[src/inc/gcs_pkg.sv]
package gcs_pkg;
	// ****************************************************
	// access byte layout
	// ****************************************************
	localparam int ADDR_W = 7;
	localparam int RW_BIT = 7; // one marks a write, address stays plain
	localparam logic [7:0] WRITE_OFFSET = 8'h80; // write adds 0x80 on bit 7
	localparam int DATA_W = 32;

	// ****************************************************
	// register offsets
	// ****************************************************
	localparam logic [6:0] GLOBAL_CONFIG_ADDR = 7'h00;
	localparam logic [6:0] GLOBAL_FLAGS_ADDR = 7'h01;
	localparam logic [6:0] WRITE_TRANSFER_COUNT_ADDR = 7'h02;

	// ****************************************************
	// field positions and widths
	// ****************************************************
	localparam int CFG_W = 10;
	localparam int CFG_PWM_DIRECT = 0;
	localparam int CFG_EXT_CAP = 1;
	localparam int CFG_PAR_MODE = 2;
	localparam int CFG_TEST_MODE = 7;
	localparam logic [9:0] CFG_WMASK = 10'h387; // bits 3..6 stay zero
	localparam int FLG_W = 3;
	localparam int FLG_RESET = 0;
	localparam int FLG_DRV_ERR = 1;
	localparam int FLG_SUPPLY_LOW = 2;
	localparam int CNT_W = 8;

	// ****************************************************
	// values after reset
	// ****************************************************
	localparam logic [9:0] CFG_RESET = 10'h000;
	localparam logic [1:0] FLG_LATCH_RESET = 2'h1; // reset flag starts set
	localparam logic [7:0] CNT_RESET = 8'h00;
	localparam logic [7:0] CNT_STEP = 8'h01;
endpackage : gcs_pkg

[src/rtl/gcs_regs.sv]
`timescale 1ns/100ps
`default_nettype none

// Notes on behaviour
// - power-up clears registers except listed defaults
// - write address adds 0x80, read plain
// - written ones clear flags, zeros keep
// - config at 0x00, 10 bits, read/write
// - bit 0 bridge drive style, reset zero
// - bit 1 set omits switching delays
// - bit 2 mirrors bridge A onto B
// - bit 7 routes analog test to bridge_a_out1
// - flags at 0x01, three bits, W1C
// - bit 0 shows reset since last clear
// - driver error latches, clear refused while active
// - bit 2 follows live supply comparator
// - counter at 0x02, 8 bits, read-only
// - counter wraps 255 to 0, reads harmless
// - only own-address good-checksum writes count
// - access byte: top bit write, seven address
module gcs_regs
	import gcs_pkg::*;
(
	// clock and reset
	input wire logic core_clk,
	input wire logic rstn,
	// decoded datagram from the serial front end
	input wire logic accStb,
	input wire logic [7:0] accByte,
	input wire logic [DATA_W-1:0] accWdata,
	input wire logic accAddrOk,
	input wire logic accCrcOk,
	// read answer toward the reply sender
	output logic rdValid_q,
	output logic [DATA_W-1:0] rdData_q,
	// analog and protection inputs (asynchronous)
	input wire logic drvFault,
	input wire logic supplyLow,
	// bridge drive from the motor control logic
	input wire logic [1:0] bridgeAIn,
	input wire logic [1:0] bridgeBIn,
	input wire logic testSelDac,
	// configuration outcomes
	output logic pwmDirect_q,
	output logic switchDelayEn_q,
	output logic parMode_q,
	output logic bridgeATestEn_q,
	output logic bridgeATestDac_q,
	output logic [1:0] bridgeAOut_q,
	output logic [1:0] bridgeBOut_q
);

	// ****************************************************
	// access decode
	// ****************************************************

	// only datagrams for us with a good checksum count at all
	wire logic accGood;
	wire logic isWrite;
	wire logic [ADDR_W-1:0] accAddr;
	wire logic wrGood;
	wire logic rdGood;
	wire logic wrCfg;
	wire logic wrFlg;
	assign accGood = accStb & accAddrOk & accCrcOk;
	assign isWrite = accByte[RW_BIT];
	assign accAddr = accByte[ADDR_W-1:0];
	assign wrGood = accGood & isWrite;
	assign rdGood = accGood & ~isWrite;
	assign wrCfg = wrGood & (accAddr == GLOBAL_CONFIG_ADDR);
	assign wrFlg = wrGood & (accAddr == GLOBAL_FLAGS_ADDR);

	// ****************************************************
	// input synchronisers
	// ****************************************************

	// fault and comparator come from the analog side, so two stages
	logic [1:0] syncA_q;
	logic [1:0] syncB_q;
	always_ff @(posedge core_clk or negedge rstn) begin
		if (!rstn) begin
			syncA_q <= 2'h0;
			syncB_q <= 2'h0;
		end else begin
			syncA_q <= {supplyLow, drvFault};
			syncB_q <= syncA_q;
		end
	end
	wire logic faultSync;
	wire logic lowSync;
	assign faultSync = syncB_q[0];
	assign lowSync = syncB_q[1];

	// ****************************************************
	// global configuration
	// ****************************************************

	logic [CFG_W-1:0] cfg_q;
	wire logic [CFG_W-1:0] cfg_d;
	// reserved bits are masked on write, so they can never read back
	assign cfg_d = wrCfg ? (accWdata[CFG_W-1:0] & CFG_WMASK) : cfg_q;

	always_ff @(posedge core_clk or negedge rstn) begin
		if (!rstn) begin
			cfg_q <= CFG_RESET;
		end else begin
			cfg_q <= cfg_d;
		end
	end

	// ****************************************************
	// global flags
	// ****************************************************

	// reset flag and driver error are latched; supply low is live
	logic [1:0] flg_q;
	wire logic [1:0] flgClr;
	wire logic [1:0] flg_d;
	assign flgClr = wrFlg ? accWdata[1:0] : 2'h0;
	// a standing fault sets again each cycle, so its clear is refused
	assign flg_d = {faultSync | (flg_q[1] & ~flgClr[1]),
		flg_q[0] & ~flgClr[0]};

	always_ff @(posedge core_clk or negedge rstn) begin
		if (!rstn) begin
			flg_q <= FLG_LATCH_RESET;
		end else begin
			flg_q <= flg_d;
		end
	end

	wire logic [FLG_W-1:0] flgRead;
	assign flgRead = {lowSync, flg_q};

	// ****************************************************
	// write transfer counter
	// ****************************************************

	// every good write counts, whichever register it hits
	logic [CNT_W-1:0] cnt_q;
	wire logic [CNT_W-1:0] cnt_d;
	assign cnt_d = wrGood ? cnt_q + CNT_STEP : cnt_q;

	always_ff @(posedge core_clk or negedge rstn) begin
		if (!rstn) begin
			cnt_q <= CNT_RESET;
		end else begin
			cnt_q <= cnt_d;
		end
	end

	// ****************************************************
	// read answer
	// ****************************************************

	// unmapped addresses answer with zero rather than stale data
	logic [DATA_W-1:0] rdMux;
	always_comb begin
		rdMux = '0;
		case (accAddr)
			GLOBAL_CONFIG_ADDR: rdMux[CFG_W-1:0] = cfg_q;
			GLOBAL_FLAGS_ADDR: rdMux[FLG_W-1:0] = flgRead;
			WRITE_TRANSFER_COUNT_ADDR: rdMux[CNT_W-1:0] = cnt_q;
			default: rdMux = '0;
		endcase
	end

	always_ff @(posedge core_clk or negedge rstn) begin
		if (!rstn) begin
			rdValid_q <= 1'b0;
			rdData_q <= '0;
		end else begin
			rdValid_q <= rdGood;
			rdData_q <= rdGood ? rdMux : rdData_q;
		end
	end

	// ****************************************************
	// configuration outcomes
	// ****************************************************

	// registered from the next value so outputs follow with cfg_q
	always_ff @(posedge core_clk or negedge rstn) begin
		if (!rstn) begin
			pwmDirect_q <= 1'b0;
			switchDelayEn_q <= 1'b1;
			parMode_q <= 1'b0;
			bridgeATestEn_q <= 1'b0;
		end else begin
			pwmDirect_q <= cfg_d[CFG_PWM_DIRECT];
			switchDelayEn_q <= ~cfg_d[CFG_EXT_CAP];
			parMode_q <= cfg_d[CFG_PAR_MODE];
			bridgeATestEn_q <= cfg_d[CFG_TEST_MODE];
		end
	end

	// bridge B copies A in parallel mode; one cycle of latency on both
	always_ff @(posedge core_clk or negedge rstn) begin
		if (!rstn) begin
			bridgeAOut_q <= 2'h0;
			bridgeBOut_q <= 2'h0;
			bridgeATestDac_q <= 1'b0;
		end else begin
			bridgeAOut_q <= bridgeAIn;
			bridgeBOut_q <= cfg_q[CFG_PAR_MODE] ? bridgeAIn : bridgeBIn;
			bridgeATestDac_q <= testSelDac;
		end
	end
endmodule : gcs_regs

`default_nettype wire

[config.mk]
export PLATFORM = sky130hd
export DESIGN_NAME = gcs_regs
export DESIGN_NICKNAME = d
export VERILOG_FILES = /design/src/inc/gcs_pkg.sv /design/src/rtl/gcs_regs.sv
export SDC_FILE = /design/constraint.sdc
export NUM_CORES = 1
export LEC_CHECK = 0
export BUFFER_PORTS_ARGS = -buffer_cell sky130_fd_sc_hd__clkbuf_2
export CAP_MARGIN = 10
export CORE_AREA = 10 10 65 80
export DETAILED_ROUTE_END_ITERATION = 8
export DIE_AREA = 0 0 75 90
export PLACE_DENSITY = 0.87
export SYNTH_ARGS = -nofsm -noshare
export SYNTH_HDL_FRONTEND = slang
export SYNTH_SLANG_ARGS = --single-unit
[constraint.sdc]
create_clock -name core_clk -period 2.5 [get_ports core_clk]
set_input_delay 0 -clock core_clk [delete_from_list [all_inputs] [get_ports core_clk]]
set_output_delay 0 -clock core_clk [all_outputs]
set_load 0.03 [all_outputs]
==> summary.txt <==
Run status
  – Outcome: finished, final reports clean

Synth
  – Cell variety after synth: 32
  – Mean Syn Cell Area: 11.7 um^2
  – Most used DFF post-synth: dfrtp_1
  – Cell Area, Synth: 0.00166 mm^2
  – EDFF count, synth: 0
  – FF+latch count, synth: 37
  – Synth Warn #: 0
  – Syn Inst Count: about 140
  – Fraction of registers with async set or reset after synthesis: 100%
  – Seq/Total Area, Yosys: 55.9%

Die
  – Die area: 0.00675 mm^2
  – Die width: 75 um
  – Core area: about 0.0037 mm^2
  – Site Rows: 25
  – DIE HEIGHT: 90 um
  – Initial Util: between 40% and 50%
  – I/O pin cnt: 94

Route
  – Via count: 1185
  – Detail Route Antenna Nets: 0
  – Drt pass-1 iters: 2
  – DRT Wirelength: 3600 um
  – Via/cell ratio: about 4.8
  – DRC: 0
  – 1st-iter DRT viols: 16
  – Avg WL per Cell: 14.5 um

Pwr
  – Pwr Density: 636 mW/mm^2
  – Leakage: 1.06 nW
  – Worst-case vdd ir drop: 0.468 mV

Run
  – Max Cap Viol: 0

Cells and area
  – Diodes inserted: 0
  – Share of cells above drive strength 1: about a third
  – Fin nets: 260
  – Syn-to-layout area delta: 26.1%
  – Finished Core Util: between 50 and 60%
  – Fillers: 340

Global routing
  – Global route hottest layer: met2
  – First-pass GRT wire length: ~5900 um
  – Largest net degree at the start of global routing: 38
  – M3 GR Usage: 5.06%
  – Met2 Use GR: between 20% and 30%
  – Met1 Usage GRT: 9.89%
  – Vias in the first global route: 1270
  – Global Route Usage Sum: 11.0%
  – Grt total ovfl: 0
  – Initial antenna violation count: 0

Timing
  – Setup violations, final: 0
  – Crit share post-route: 71.9%
  – RSZ-0062 raised after global routing: no
  – Setup TNS: 0 ns
  – Relative slew slack: 41.9%
  – Min cycle time layout: 1.80 ns
  – Slew @ Worst Pin: 0.872 ns
  – Max Transition Viols Final: 0
  – Final Hold Viols: 0
  – Max Fclk: between 500 and 600 MHz
  – Final Skew: 0.00482 ns

Placement
  – Port bufs: 45
  – Post-DP HPWL: 2790 um
  – Final GP Congestion: 0.803

Clock tree
  – H-tree level count: 2
  – Clk_lat worst skew: roughly 0.28 ns
  – Clock sink count: 37
  – Num CTS Buffers: 5
  – CTS tree: built
  – Clk buf depth: 2
  – Root Buffer: clkbuf_8
  – Reg clk slew, reported paths: 0.06 ns

Critical path
  – Critical Path RT: 2.67 ns
  – Crit-path max FO: 7
  – Worst setup path category: input port to flop
  – CP startpoint kind: input port
  – WP data arrival: slightly below 2 ns
  – CP endpoint kind: flop

Min path
  – Min-delay worst type: input port to flop
## logic make-up after synthesis
family,Yosys count,share of synthesized area [%]
simple gates,40,13.1
flops,37,55.9
buf+inv,28,11.7
compound gates,15,6.25
mux,13,8.43
xor+xnor,7,3.69
fa+ha+maj,1,0.753
other cells,1,0.226
## area by class of cell
class	instances	area, um^2	area share (%)
Clock inverter	1	5.00	0.239
Timing Repair Buffer	61	383	18.3
Tap cell	40	50.0	2.39
Sequential cell	37	928	44.3
Clock buffer	7	96.3	4.60
Multi-Input combinational cell	98	618	29.5
Inverter	4	15.0	0.716
## Yosys cell counts (2+ instances only)
cell       count  area, um^2
mux2i_1        5        50.1
inv_1          4        15.0
xnor2_1        4        35.0
a2bb2oi_1      3        26.3
nor2_1         2        7.51
nand2_1       21        78.8
nor3_1         2        10.0
or3_2          2        15.0
nand4_1        2        12.5
xor2_1         3        26.3
or2_2          2        12.5
buf_4         22         165
dfrtp_1       35         876
o21ai_0        5        25.0
nand3_1        2        10.0
dfstp_2        2        52.6
o31ai_1        4        30.0
mux2_2         8        90.1
## state kept, by name, indices dropped and copies added (netlist names)
| signal | cells |
|---|---|
| rdData_q | 10 |
| syncA_q | 2 |
| switchDelayEn_q | 1 |
| bridgeBOut_q | 2 |
| bridgeATestDac_q | 1 |
| rdValid_q | 1 |
| syncB_q | 2 |
| flg_q | 2 |
| cnt_q | 8 |
| cfg_q | 6 |
| bridgeAOut_q | 2 |
## power breakdown
group	switching, mW	leakage, nW	internal, mW
registers	0.0449	0.473	0.639
logic	0.126	0.533	0.0814
clock network	0.193	0.0542	0.249
total	0.364	1.06	0.969
## metal layers
| layer | vias up | share of wire, % |
|---|---|---|
| met2 | 42 | 54 |
| met1 | 568 | 33 |
| met4 | 0 | 2.1 |
| met3 | 7 | 10 |
| met5 | - | 0 |
| li1 | 568 | - |
## critical path, stage by stage
cell,delay [ns]
dlygate4sd3_1,0.53
clkbuf_2,0.15
or2_2,0.35
nor4_4,0.53
mux2_2,0.40
## worst paths after layout
path	start	to	slack, ns	cells after the start
min in group asynchronous	rstn	cnt_q[3]$_DFFE_PN0N_	0.36	2
worst min-delay path	accByte[3]	rdData_q[0]$_DFFE_PN0P_	0.06	3
worst max-delay path	accByte[0]	cfg_q[0]$_DFFE_PN0P_	0.70	5
worst max register to register	cnt_q[1]$_DFFE_PN0N_	cnt_q[6]$_DFFE_PN0N_	1.37	4
max in group asynchronous	rstn	rdValid_q$_DFF_PN0_	1.60	2
worst min register to register	syncA_q[1]$_DFF_PN0_	syncB_q[1]$_DFF_PN0_	0.35	0
## cells in the final DEF (no fill, tap or decap), types with 2 or more instances in the layout
cell / netlist / final
clkbuf_2: 0 / 45
xor2_1: 3 / 3
conb_1: 1 / 22
nand3_1: 2 / 2
or2_2: 2 / 2
clkbuf_8: 0 / 7
mux2i_1: 5 / 5
xnor2_1: 4 / 4
nor2_1: 2 / 2
nor3_1: 2 / 2
o21ai_0: 5 / 5
o31ai_1: 4 / 4
dfstp_2: 2 / 2
dlygate4sd3_1: 0 / 15
inv_1: 4 / 4
mux2_2: 8 / 8
nand4_1: 2 / 2
nand2_1: 21 / 21
or3_2: 2 / 2
dfrtp_1: 35 / 35
a2bb2oi_1: 3 / 3
## through the flow
step	setup slack, ns	area [um^2]	instances	hold slack (ns)	total power, mW
6_report	0.702	2100	248	0.0553	1.33
3_3_place_gp	0.839	1840	225	0.108	0.870
5_1_grt	0.618	2100	248	0.0794	1.40
3_5_place_dp	0.818	1840	225	0.110	0.883
2_1_floorplan	1.04	1740	163	-0.296	0.840
4_1_cts	0.686	2100	248	0.0487	1.35
## repair_timing
| item | 4_1_cts | 5_1_grt |
|---|---|---|
| resized for setup | 0 | 0 |
| setup buffers | 0 | 0 |
| hold buffers | 15 | 0 |
| hold endpoints to repair | 52 | 0 |
No activity file was read; power rests on OpenSTA's default activity.
